[config.mk]
export PLATFORM = sky130hd
export DESIGN_NAME = hbtu_top
export DESIGN_NICKNAME = d
export VERILOG_FILES = /design/src/hbtu_pkg.sv /design/src/hbtu_trig.sv /design/src/hbtu_top.sv
export VERILOG_INCLUDE_DIRS = /design/src
export SDC_FILE = /design/constraint.sdc
export NUM_CORES = 2
export LEC_CHECK = 0
export BUFFER_PORTS_ARGS = -buffer_cell sky130_fd_sc_hd__buf_2
export CORE_MARGIN = 5
export CORE_UTILIZATION = 40
export DETAILED_ROUTE_END_ITERATION = 10
export SLEW_MARGIN = 20
export SYNTH_ARGS = -nofsm -noshare
export SYNTH_HDL_FRONTEND = slang
export SYNTH_SLANG_ARGS = --single-unit
[constraint.sdc]
create_clock -name clk_sys -period 6.1 [get_ports clk_sys]
set_input_delay 0.915 -clock clk_sys [delete_from_list [all_inputs] [get_ports clk_sys]]
set_output_delay 0.915 -clock clk_sys [all_outputs]
set_load 0.005 [all_outputs]
[src/hbtu_regs.svh]
// Register offsets, field positions, reset values and fixed codes of the breakpoint trigger unit
`ifndef HBTU_REGS_SVH
`define HBTU_REGS_SVH

// ----------------------------------------------------------------
// Control register addresses
// ----------------------------------------------------------------
`define HBTU_CSR_SELECT 12'h7a0
`define HBTU_CSR_DATA1 12'h7a1
`define HBTU_CSR_DATA2 12'h7a2
`define HBTU_CSR_DATA3 12'h7a3

// ----------------------------------------------------------------
// Match control fields
// ----------------------------------------------------------------
`define HBTU_F_LOAD 0
`define HBTU_F_STORE 1
`define HBTU_F_FETCH 2
`define HBTU_F_USER 3
`define HBTU_F_SUPER 4
`define HBTU_F_MACH 6
`define HBTU_F_MATCH_LO 7
`define HBTU_F_MATCH_HI 10
`define HBTU_F_CHAIN 11
`define HBTU_F_ACTION_LO 12
`define HBTU_F_ACTION_HI 17
`define HBTU_F_OWNER 27
`define HBTU_TYPE_ADDR 4'h2
`define HBTU_TYPE_NONE 4'h0
`define HBTU_MASKMAX 6'h04
`define HBTU_MATCH_EXACT 4'h0
`define HBTU_MATCH_POW2 4'h1
`define HBTU_MATCH_GE 4'h2
`define HBTU_MATCH_LT 4'h3
`define HBTU_ACTION_EXC 6'h00
`define HBTU_ACTION_DEBUG 6'h01
`define HBTU_NUM_TRIG 4
`define HBTU_RST_SELECT 2'h0

// ----------------------------------------------------------------
// Debug module memory and abstract access
// ----------------------------------------------------------------
`define HBTU_DM_ZERO 12'h000
`define HBTU_DM_PB_BASE 12'h300
`define HBTU_DM_PB_WORDS 16
`define HBTU_DM_DATA_ADDR 12'h340
`define HBTU_DM_RAM_WORDS 17
`define HBTU_ABS_GPR_FIRST 16'h1000
`define HBTU_ABS_GPR_LAST 16'h101f
`define HBTU_CAUSE_BREAK 4'h3

`endif

[src/hbtu_pkg.sv]
// Types shared by the breakpoint trigger unit
`default_nettype none
package hbtu_pkg;
	typedef enum logic [1:0] {HBTU_LOAD, HBTU_STORE, HBTU_FETCH} hbtu_kind_e;

	typedef struct packed {
		logic valid;
		logic write;
		logic [11:0] addr;
		logic [31:0] wdata;
	} hbtu_csr_req_s;

	typedef struct packed {
		logic valid;
		hbtu_kind_e kind;
		logic [1:0] priv;
		logic [1:0] size_m1;
		logic [31:0] addr;
	} hbtu_acc_req_s;

	typedef struct packed {
		logic valid;
		logic write;
		logic from_debug;
		logic [11:0] addr;
		logic [31:0] wdata;
	} hbtu_dm_req_s;

	typedef struct packed {
		logic valid;
		logic write;
		logic [15:0] regno;
	} hbtu_abs_cmd_s;

	typedef struct packed {
		logic owner;
		logic action;
		logic chain;
		logic [3:0] match;
		logic mach;
		logic supv;
		logic user;
		logic fetch;
		logic store;
		logic load;
	} hbtu_trig_cfg_s;
endpackage : hbtu_pkg
`default_nettype wire

[src/hbtu_trig.sv]
// One address comparator of the breakpoint trigger unit
`timescale 1ns/1ps
`default_nettype none
`include "hbtu_regs.svh"
module hbtu_trig
(
	input wire hbtu_pkg::hbtu_trig_cfg_s cfg,
	input wire logic [31:0] tval,
	input wire hbtu_pkg::hbtu_acc_req_s acc,
	input wire logic [31:0] last_byte,
	output logic hit
);
	import hbtu_pkg::*;

	// ----------------------------------------------------------------
	// Access kind and privilege filter
	// ----------------------------------------------------------------
	wire kind_ok = (acc.kind == HBTU_LOAD && cfg.load) || (acc.kind == HBTU_STORE && cfg.store) ||
		(acc.kind == HBTU_FETCH && cfg.fetch);
	wire priv_ok = (acc.priv == 2'h3 && cfg.mach) || (acc.priv == 2'h1 && cfg.supv) ||
		(acc.priv == 2'h0 && cfg.user);

	// ----------------------------------------------------------------
	// Range decode and overlap
	// ----------------------------------------------------------------
	wire [31:0] pow2_mask = tval ^ (tval + 32'h0000_0001);
	wire [31:0] mask = (cfg.match == `HBTU_MATCH_POW2) ? pow2_mask : 32'h0000_0000;
	wire [31:0] base = tval & ~mask;
	wire [31:0] top = tval | mask;
	wire overlap = (acc.addr <= top) && (last_byte >= base);
	wire ge_ok = last_byte >= tval;
	wire lt_ok = acc.addr < tval;
	wire addr_ok = (cfg.match == `HBTU_MATCH_GE) ? ge_ok : (cfg.match == `HBTU_MATCH_LT) ? lt_ok : overlap;

	assign hit = acc.valid && kind_ok && priv_ok && addr_ok;
endmodule : hbtu_trig
`default_nettype wire

[src/hbtu_top.sv]
// Breakpoint trigger unit with its debug module memory region
//
// Overview of operation
// Control reports largest power-of-two range as four
// Owner bit 27 reserves trigger for debug
// Top control nibble reads two, address match
// Action zero traps, one enters debug mode
// Load, store, fetch enables in any combination
// Machine, supervisor, user enables in any combination
// Match field picks exact, aligned, chained range
// Trailing ones of address encode range size
// Thirty ones then zero compares bit 31
// Greater-equal and less-than pair via chain
// Address register full width read write
// Precise trap when any accessed byte matches
// Debug entry keeps machine state untouched
// Machine trap records cause and bad address
// Debug-owned trigger reads type zero in machine
// Sixteen-word program buffer at 0x300
// One data word follows, plain read write
// Abstract access only for halted general registers
// Hart reset status bits not implemented
// Address zero reads zero, ignores writes
// Memory reachable only from debug or transport
// Debugger code touches only buffer and data
// Four triggers chosen through select register
// Machine access to owned trigger is illegal
// Chain bit 11 links to next trigger
// Unsupported field writes become legal values
`timescale 1ns/1ps
`default_nettype none
`include "hbtu_regs.svh"
module hbtu_top
(
	input wire logic clk_sys,
	input wire logic rst,
	input wire logic dbg_mode,
	input wire logic hart_halted,
	input wire hbtu_pkg::hbtu_csr_req_s csr_req,
	output logic csr_ack_ff,
	output logic csr_illegal_ff,
	output logic [31:0] csr_rdata_ff,
	input wire hbtu_pkg::hbtu_acc_req_s acc_req,
	output logic trap_valid_ff,
	output logic trap_debug_ff,
	output logic trap_mexc_ff,
	output logic trap_mstate_we_ff,
	output logic [3:0] trap_cause_ff,
	output logic [31:0] trap_badaddr_ff,
	input wire hbtu_pkg::hbtu_dm_req_s dm_req,
	output logic dm_ack_ff,
	output logic dm_err_ff,
	output logic [31:0] dm_rdata_ff,
	input wire hbtu_pkg::hbtu_abs_cmd_s abs_cmd,
	input wire logic gpr_rvalid,
	input wire logic [31:0] gpr_rdata,
	output logic abs_ok_ff,
	output logic abs_err_ff,
	output logic gpr_req_ff,
	output logic gpr_write_ff,
	output logic [4:0] gpr_idx_ff,
	output logic [31:0] gpr_wdata_ff,
	output logic some_hart_was_reset_ff,
	output logic every_hart_was_reset_ff
);
	import hbtu_pkg::*;

	// ----------------------------------------------------------------
	// Trigger storage
	// ----------------------------------------------------------------
	hbtu_trig_cfg_s cfg_ff [`HBTU_NUM_TRIG];
	logic [31:0] tval_ff [`HBTU_NUM_TRIG];
	logic [1:0] sel_ff;
	logic [31:0] ram_ff [`HBTU_DM_RAM_WORDS];
	logic [`HBTU_NUM_TRIG-1:0] hit;
	logic [`HBTU_NUM_TRIG-1:0] fire;

	// ----------------------------------------------------------------
	// Control register decode
	// ----------------------------------------------------------------
	wire is_sel = csr_req.addr == `HBTU_CSR_SELECT;
	wire is_d1 = csr_req.addr == `HBTU_CSR_DATA1;
	wire is_d2 = csr_req.addr == `HBTU_CSR_DATA2;
	wire is_d3 = csr_req.addr == `HBTU_CSR_DATA3;
	wire csr_hit = csr_req.valid && (is_sel || is_d1 || is_d2 || is_d3);
	hbtu_trig_cfg_s cur_cfg;
	assign cur_cfg = cfg_ff[sel_ff];
	wire hidden = cur_cfg.owner && !dbg_mode;
	wire data_illegal = hidden && (is_d1 || is_d2 || is_d3);
	wire data_wr = csr_hit && csr_req.write && !data_illegal;
	wire [31:0] d1_view = {`HBTU_TYPE_ADDR, cur_cfg.owner, `HBTU_MASKMAX, 3'h0, 5'h00, cur_cfg.action,
		cur_cfg.chain, cur_cfg.match, cur_cfg.mach, 1'b0, cur_cfg.supv, cur_cfg.user,
		cur_cfg.fetch, cur_cfg.store, cur_cfg.load};
	wire [31:0] nxt_csr_rdata = data_illegal ? 32'h0000_0000 :
		is_sel ? {30'h0000_0000, sel_ff} :
		is_d1 ? d1_view :
		is_d2 ? tval_ff[sel_ff] : 32'h0000_0000;

	// ----------------------------------------------------------------
	// Legalised write value for the selected match control
	// ----------------------------------------------------------------
	wire [3:0] wr_match = csr_req.wdata[`HBTU_F_MATCH_HI:`HBTU_F_MATCH_LO];
	wire [5:0] wr_action = csr_req.wdata[`HBTU_F_ACTION_HI:`HBTU_F_ACTION_LO];
	hbtu_trig_cfg_s wr_cfg;
	assign wr_cfg.owner = dbg_mode ? csr_req.wdata[`HBTU_F_OWNER] : cur_cfg.owner;
	assign wr_cfg.action = wr_action == `HBTU_ACTION_DEBUG;
	assign wr_cfg.chain = csr_req.wdata[`HBTU_F_CHAIN] && (sel_ff != 2'h3);
	assign wr_cfg.match = (wr_match <= `HBTU_MATCH_LT) ? wr_match : `HBTU_MATCH_EXACT;
	assign wr_cfg.mach = csr_req.wdata[`HBTU_F_MACH];
	assign wr_cfg.supv = csr_req.wdata[`HBTU_F_SUPER];
	assign wr_cfg.user = csr_req.wdata[`HBTU_F_USER];
	assign wr_cfg.fetch = csr_req.wdata[`HBTU_F_FETCH];
	assign wr_cfg.store = csr_req.wdata[`HBTU_F_STORE];
	assign wr_cfg.load = csr_req.wdata[`HBTU_F_LOAD];

	always_ff @(posedge clk_sys)
	begin
		if (rst)
			sel_ff <= `HBTU_RST_SELECT;
		else if (data_wr && is_sel && csr_req.wdata < 32'h0000_0004)
			sel_ff <= csr_req.wdata[1:0];
	end

	always_ff @(posedge clk_sys)
	begin
		if (rst)
		begin
			csr_ack_ff <= 1'b0;
			csr_illegal_ff <= 1'b0;
			csr_rdata_ff <= 32'h0000_0000;
		end
		else
		begin
			csr_ack_ff <= csr_hit;
			csr_illegal_ff <= csr_hit && data_illegal;
			csr_rdata_ff <= csr_hit ? nxt_csr_rdata : 32'h0000_0000;
		end
	end

	// ----------------------------------------------------------------
	// Per-trigger registers and comparators
	// ----------------------------------------------------------------
	wire [31:0] last_byte = acc_req.addr + {30'h0000_0000, acc_req.size_m1};

	genvar gi;
	generate
		for (gi = 0; gi < `HBTU_NUM_TRIG; gi++)
		begin : g_trig
			wire sel_me = sel_ff == 2'(gi);
			always_ff @(posedge clk_sys)
			begin
				if (rst)
				begin
					cfg_ff[gi] <= '0;
					tval_ff[gi] <= 32'h0000_0000;
				end
				else if (data_wr && sel_me && is_d1)
					cfg_ff[gi] <= wr_cfg;
				else if (data_wr && sel_me && is_d2)
					tval_ff[gi] <= csr_req.wdata;
			end
			hbtu_trig u_trig
			(
				.cfg(cfg_ff[gi]),
				.tval(tval_ff[gi]),
				.acc(acc_req),
				.last_byte(last_byte),
				.hit(hit[gi])
			);
			if (gi == 0)
			begin : g_first
				assign fire[gi] = hit[gi] && !cfg_ff[gi].chain;
			end
			else
			begin : g_rest
				assign fire[gi] = hit[gi] && !cfg_ff[gi].chain && (!cfg_ff[gi-1].chain || hit[gi-1]);
			end
		end
	endgenerate

	// ----------------------------------------------------------------
	// Trap selection, lowest firing trigger wins
	// ----------------------------------------------------------------
	wire any_fire = |fire && !dbg_mode;
	wire win_debug = fire[0] ? cfg_ff[0].action : fire[1] ? cfg_ff[1].action :
		fire[2] ? cfg_ff[2].action : cfg_ff[3].action;

	always_ff @(posedge clk_sys)
	begin
		if (rst)
		begin
			trap_valid_ff <= 1'b0;
			trap_debug_ff <= 1'b0;
			trap_mexc_ff <= 1'b0;
			trap_mstate_we_ff <= 1'b0;
			trap_cause_ff <= 4'h0;
			trap_badaddr_ff <= 32'h0000_0000;
		end
		else
		begin
			trap_valid_ff <= any_fire;
			trap_debug_ff <= any_fire && win_debug;
			trap_mexc_ff <= any_fire && !win_debug;
			trap_mstate_we_ff <= any_fire && !win_debug;
			trap_cause_ff <= (any_fire && !win_debug) ? `HBTU_CAUSE_BREAK : 4'h0;
			trap_badaddr_ff <= (any_fire && !win_debug) ? acc_req.addr : 32'h0000_0000;
		end
	end

	// ----------------------------------------------------------------
	// Debug module memory
	// ----------------------------------------------------------------
	wire dm_ok = dm_req.valid && dm_req.from_debug;
	wire in_ram = dm_req.addr >= `HBTU_DM_PB_BASE && dm_req.addr <= `HBTU_DM_DATA_ADDR;
	wire [11:0] ram_off = dm_req.addr - `HBTU_DM_PB_BASE;
	wire [4:0] ram_idx = ram_off[6:2];
	wire [31:0] nxt_dm_rdata = (dm_ok && !dm_req.write && in_ram) ? ram_ff[ram_idx] : 32'h0000_0000;

	always_ff @(posedge clk_sys)
	begin
		if (gpr_rvalid)
			ram_ff[`HBTU_DM_PB_WORDS] <= gpr_rdata;
		else if (dm_ok && dm_req.write && in_ram)
			ram_ff[ram_idx] <= dm_req.wdata;
	end

	always_ff @(posedge clk_sys)
	begin
		if (rst)
		begin
			dm_ack_ff <= 1'b0;
			dm_err_ff <= 1'b0;
			dm_rdata_ff <= 32'h0000_0000;
		end
		else
		begin
			dm_ack_ff <= dm_req.valid;
			dm_err_ff <= dm_req.valid && !dm_req.from_debug;
			dm_rdata_ff <= nxt_dm_rdata;
		end
	end

	// ----------------------------------------------------------------
	// Abstract register access and hart status
	// ----------------------------------------------------------------
	wire abs_gpr = abs_cmd.regno >= `HBTU_ABS_GPR_FIRST && abs_cmd.regno <= `HBTU_ABS_GPR_LAST;
	wire abs_take = abs_cmd.valid && abs_gpr && hart_halted;

	always_ff @(posedge clk_sys)
	begin
		if (rst)
		begin
			abs_ok_ff <= 1'b0;
			abs_err_ff <= 1'b0;
			gpr_req_ff <= 1'b0;
			gpr_write_ff <= 1'b0;
			gpr_idx_ff <= 5'h00;
			gpr_wdata_ff <= 32'h0000_0000;
			some_hart_was_reset_ff <= 1'b0;
			every_hart_was_reset_ff <= 1'b0;
		end
		else
		begin
			abs_ok_ff <= abs_take;
			abs_err_ff <= abs_cmd.valid && !abs_take;
			gpr_req_ff <= abs_take;
			gpr_write_ff <= abs_take && abs_cmd.write;
			gpr_idx_ff <= abs_take ? abs_cmd.regno[4:0] : 5'h00;
			gpr_wdata_ff <= abs_take ? ram_ff[`HBTU_DM_PB_WORDS] : 32'h0000_0000;
			some_hart_was_reset_ff <= 1'b0;
			every_hart_was_reset_ff <= 1'b0;
		end
	end
endmodule : hbtu_top
`default_nettype wire

==> results.sh <==
export IMPL_busiest_layer="met2"
export IMPL_period_needed_ns=5.94
export IMPL_core_area_um2=118000
export IMPL_hpwl_um=113000
export IMPL_clk_pin_slew_ns=0.06
export IMPL_cp_arrival_ns=6.50
export IMPL_cts_tree="yes"
export IMPL_die_w_um=356
export IMPL_worstHoldStart="dm_req[44]"
export IMPL_grt_first_pass_wirelength_um=226000
export IMPL_end_kind="flop"
export IMPL_rows=126
export IMPL_synth_edff_count=724
export IMPL_start_kind="flop"
export IMPL_reg2reg_slack_ns=0.16
export IMPL_syn_inst=3723
export IMPL_overflow=0
export IMPL_dp_cells=5820
export IMPL_ys_flop_type="edfxtp_1"
export IMPL_r2r_start="cfg_ff[0][9]"
export IMPL_r2r_cells=27
export IMPL_root_buffer="clkbuf_16"
export IMPL_grt_pass1_vias=34700
export IMPL_ir_drop_mv=0.241
export IMPL_dpl_cell_area_um2=53400
export IMPL_syn_avg_cell_area_um2=12.9
export IMPL_slew_violations=0
export IMPL_holdWs_ns=0.390
export IMPL_insertion_delay_ns=0.72
export IMPL_holdPathStages=2
export IMPL_numCtsBuffers=93
export IMPL_crit_buf_inv=8
export IMPL_p_leak_nw=22.4
export IMPL_wl_um=155000
export IMPL_cpMostUsedCell="buf_4"
export IMPL_dieHeight_um=356
export IMPL_viasPerCell=5.69
export IMPL_vias=34200
export IMPL_drive_above_1_share_pct=24.8
export IMPL_async_reset_ff_share_pct=0
export IMPL_use_met3_pct=4.20
export IMPL_io_pin_count=338
export IMPL_antenna_found_initial=9
export IMPL_grt_usage_pct=24.0
export IMPL_cp_top_family="simple AND/OR/NAND/NOR gates"
export IMPL_timing_rr_end="trap_badaddr_ff[18]"
export IMPL_ys_ff_latch=871
export IMPL_cts_sinks=871
export IMPL_grt_max_degree=82
export IMPL_routedWlPerCell_um=25.8
export IMPL_finalNetCount=5021
export IMPL_use_met2_pct=40.1
export IMPL_fin_util_pct=47.9
export IMPL_critPathMaxFanout=17
export IMPL_clk_path_buf_depth=3
export IMPL_max_stage_delay_ns=0.46
export IMPL_yosysSeqAreaShare_pct=51.6
export IMPL_slowest_stage="edfxtp_1"
export IMPL_yosys_warnings=0
export IMPL_whs_endpoint="dm_err_ff"
export IMPL_hp_class="primary input to flop"
export IMPL_powerDensity_nw_per_um2=247
export IMPL_hold_viol_final=0
export IMPL_dieArea_um2=127000
export IMPL_relSlewSlack_pct=33.5
export IMPL_final_cells=6004
export IMPL_tightest_slew_ns=0.997
export IMPL_areaGrowthSynthToFinish_pct=18.5
export IMPL_antenna_left=0
export IMPL_path_class="flop to flop"
export IMPL_numPortBuffers=333
export IMPL_most_common_layout_cells="edfxtp_1, ha_1, buf_2"
export IMPL_yosysUniqueCellTypes=82
export IMPL_status="completed"
export IMPL_cp_required_ns=6.66
export IMPL_synthesis_area_um2=47800
export IMPL_cap_violations=0
export IMPL_fmax_ghz=0.168
export IMPL_drt_iter0_drc=3033
export IMPL_finalInstanceArea_um2=56700
export IMPL_first_pass_iters=5
export IMPL_drc_errors=0
export IMPL_setup_viol=0
export IMPL_p_total_mw=14.0
export IMPL_gp_congestion=0.973
export IMPL_finClkSkew_ns=0.0753
export IMPL_final_common_cell="edfxtp_1"
export IMPL_period_share_pct=97.4
export IMPL_cts_htree_levels=3
export IMPL_grt_use_met1_pct=31.3
export IMPL_initial_core_util_pct=40.4
## sequential cells by signal, summed over array words and instances (netlist names), 2 cells and up, named ones only
| signal | count |
|---|---|
| sel_ff | 2 |
| tval_ff | 128 |
| csr_rdata_ff | 32 |
| cfg_ff | 52 |
| ram_ff | 544 |
| trap_badaddr_ff | 32 |
| gpr_idx_ff | 5 |
| dm_rdata_ff | 32 |
| gpr_wdata_ff | 32 |
## synthesized netlist by cell type (all sizes together), types with 39 or more instances
cell	count	share of area, %
edfxtp	724	45
ha	514	13
nor2	248	1.9
nand2	221	1.7
mux4	205	9.6
a21oi	190	2.0
and2	175	2.3
inv	158	1.2
dfxtp	147	6.2
o21ai	121	1.3
nand4	99	1.3
nand3	91	0.95
clkbuf	86	0.67
a21o	75	1.2
and3	63	0.83
nor3	55	0.60
a31oi	49	0.64
nand2b	46	0.60
nor2b	44	0.58
mux2i	42	0.88
buf	39	0.46
## worst max-delay path by stage
| stage | from | depth (start not counted) | endpoint | slack (ns) |
|---|---|---|---|---|
| 2_1_floorplan | acc_req[0] | 23 | trap_badaddr_ff[25] | 0.58 |
| 3_3_place_gp | cfg_ff[1][8] | 22 | trap_badaddr_ff[31] | -0.04 |
| 3_5_place_dp | cfg_ff[1][8] | 22 | trap_badaddr_ff[0] | -0.05 |
| 4_1_cts | cfg_ff[0][9] | 26 | trap_badaddr_ff[5] | 0.06 |
| 5_1_grt | cfg_ff[1][8] | 26 | trap_badaddr_ff[17] | -0.008 |
| 6_report | cfg_ff[0][9] | 27 | trap_badaddr_ff[18] | 0.16 |
## timing repair
item | CTS | global route
buffers inserted | 0 | 3
setup endpoints to repair | 28 | 35
cloned | 0 | 1
hold buffers | 0 | 0
pin swaps | 0 | 4
resized for setup | 2 | 17
## layout make-up
| type | instances | area [um2] |
|---|---|---|
| diodes | 5 | 12.5 |
| clock buffers | 110 | 2400 |
| clock inverters | 65 | 762 |
| fillers | 10500 | 61700 |
| inverters | 158 | 593 |
| multi-input cells | 2581 | 22300 |
| flip-flops and latches | 871 | 24700 |
| well taps | 1600 | 2000 |
| repair buffers | 614 | 3900 |
## where the power goes
group          total, mW  internal [mW]  switching [mW]  leakage [nW]
Clock               5.79           3.29            2.49          1.51
Sequential          6.61           6.51          0.0976          7.86
Combinational       1.62          0.663           0.954          13.1
Total               14.0           10.5            3.54          22.4
## per-stage QoR
| stage | setup WS, ns | TNS (ns) |
|---|---|---|
| final | 0.159 | 0 |
| after global routing | -0.00775 | -0.0142 |
| after CTS | 0.0593 | 0 |
| after detailed placement | -0.0533 | -1.44 |
| after global placement | -0.0395 | -1.08 |
| after floorplan | 0.581 | 0 |
## worst register-to-register path: stages, from the launching register on
cell	delay [ns]
edfxtp_1	0.46
nor4b_4	0.32
buf_4	0.22
nand4_1	0.11
buf_4	0.17
nor3_1	0.17
buf_4	0.15
and3_1	0.26
and3_2	0.27
and3_2	0.26
and3_2	0.24
a31oi_1	0.11
ha_1	0.32
nand4_1	0.19
nor2_1	0.18
buf_4	0.18
nand3_1	0.16
a31oi_1	0.21
buf_4	0.18
o21ai_1	0.11
a32oi_1	0.24
buf_4	0.17
nor3_1	0.06
o31a_1	0.29
a311oi_4	0.29
buf_4	0.22
buf_8	0.21
nor3b_2	0.07
## logic make-up after synthesis
| group | share of synthesized area, % |
|---|---|
| AO/OA/AOI/OAI | 7.59 |
| XOR/XNOR | 0.549 |
| adder cells (fa/ha/maj) | 13.5 |
| buffers and inverters | 2.37 |
| flip-flops | 51.6 |
| multiplexers | 11.3 |
| other | 0.00784 |
| AND/OR/NAND/NOR | 13.1 |
## layer usage
metal | routed length, um | up-vias
li1 | - | 15600
met1 | 63000 | 17000
met2 | 73800 | 1315
met3 | 11500 | 275
met4 | 6520 | 2
met5 | 20 | -
(Power assumes the default switching activity.)
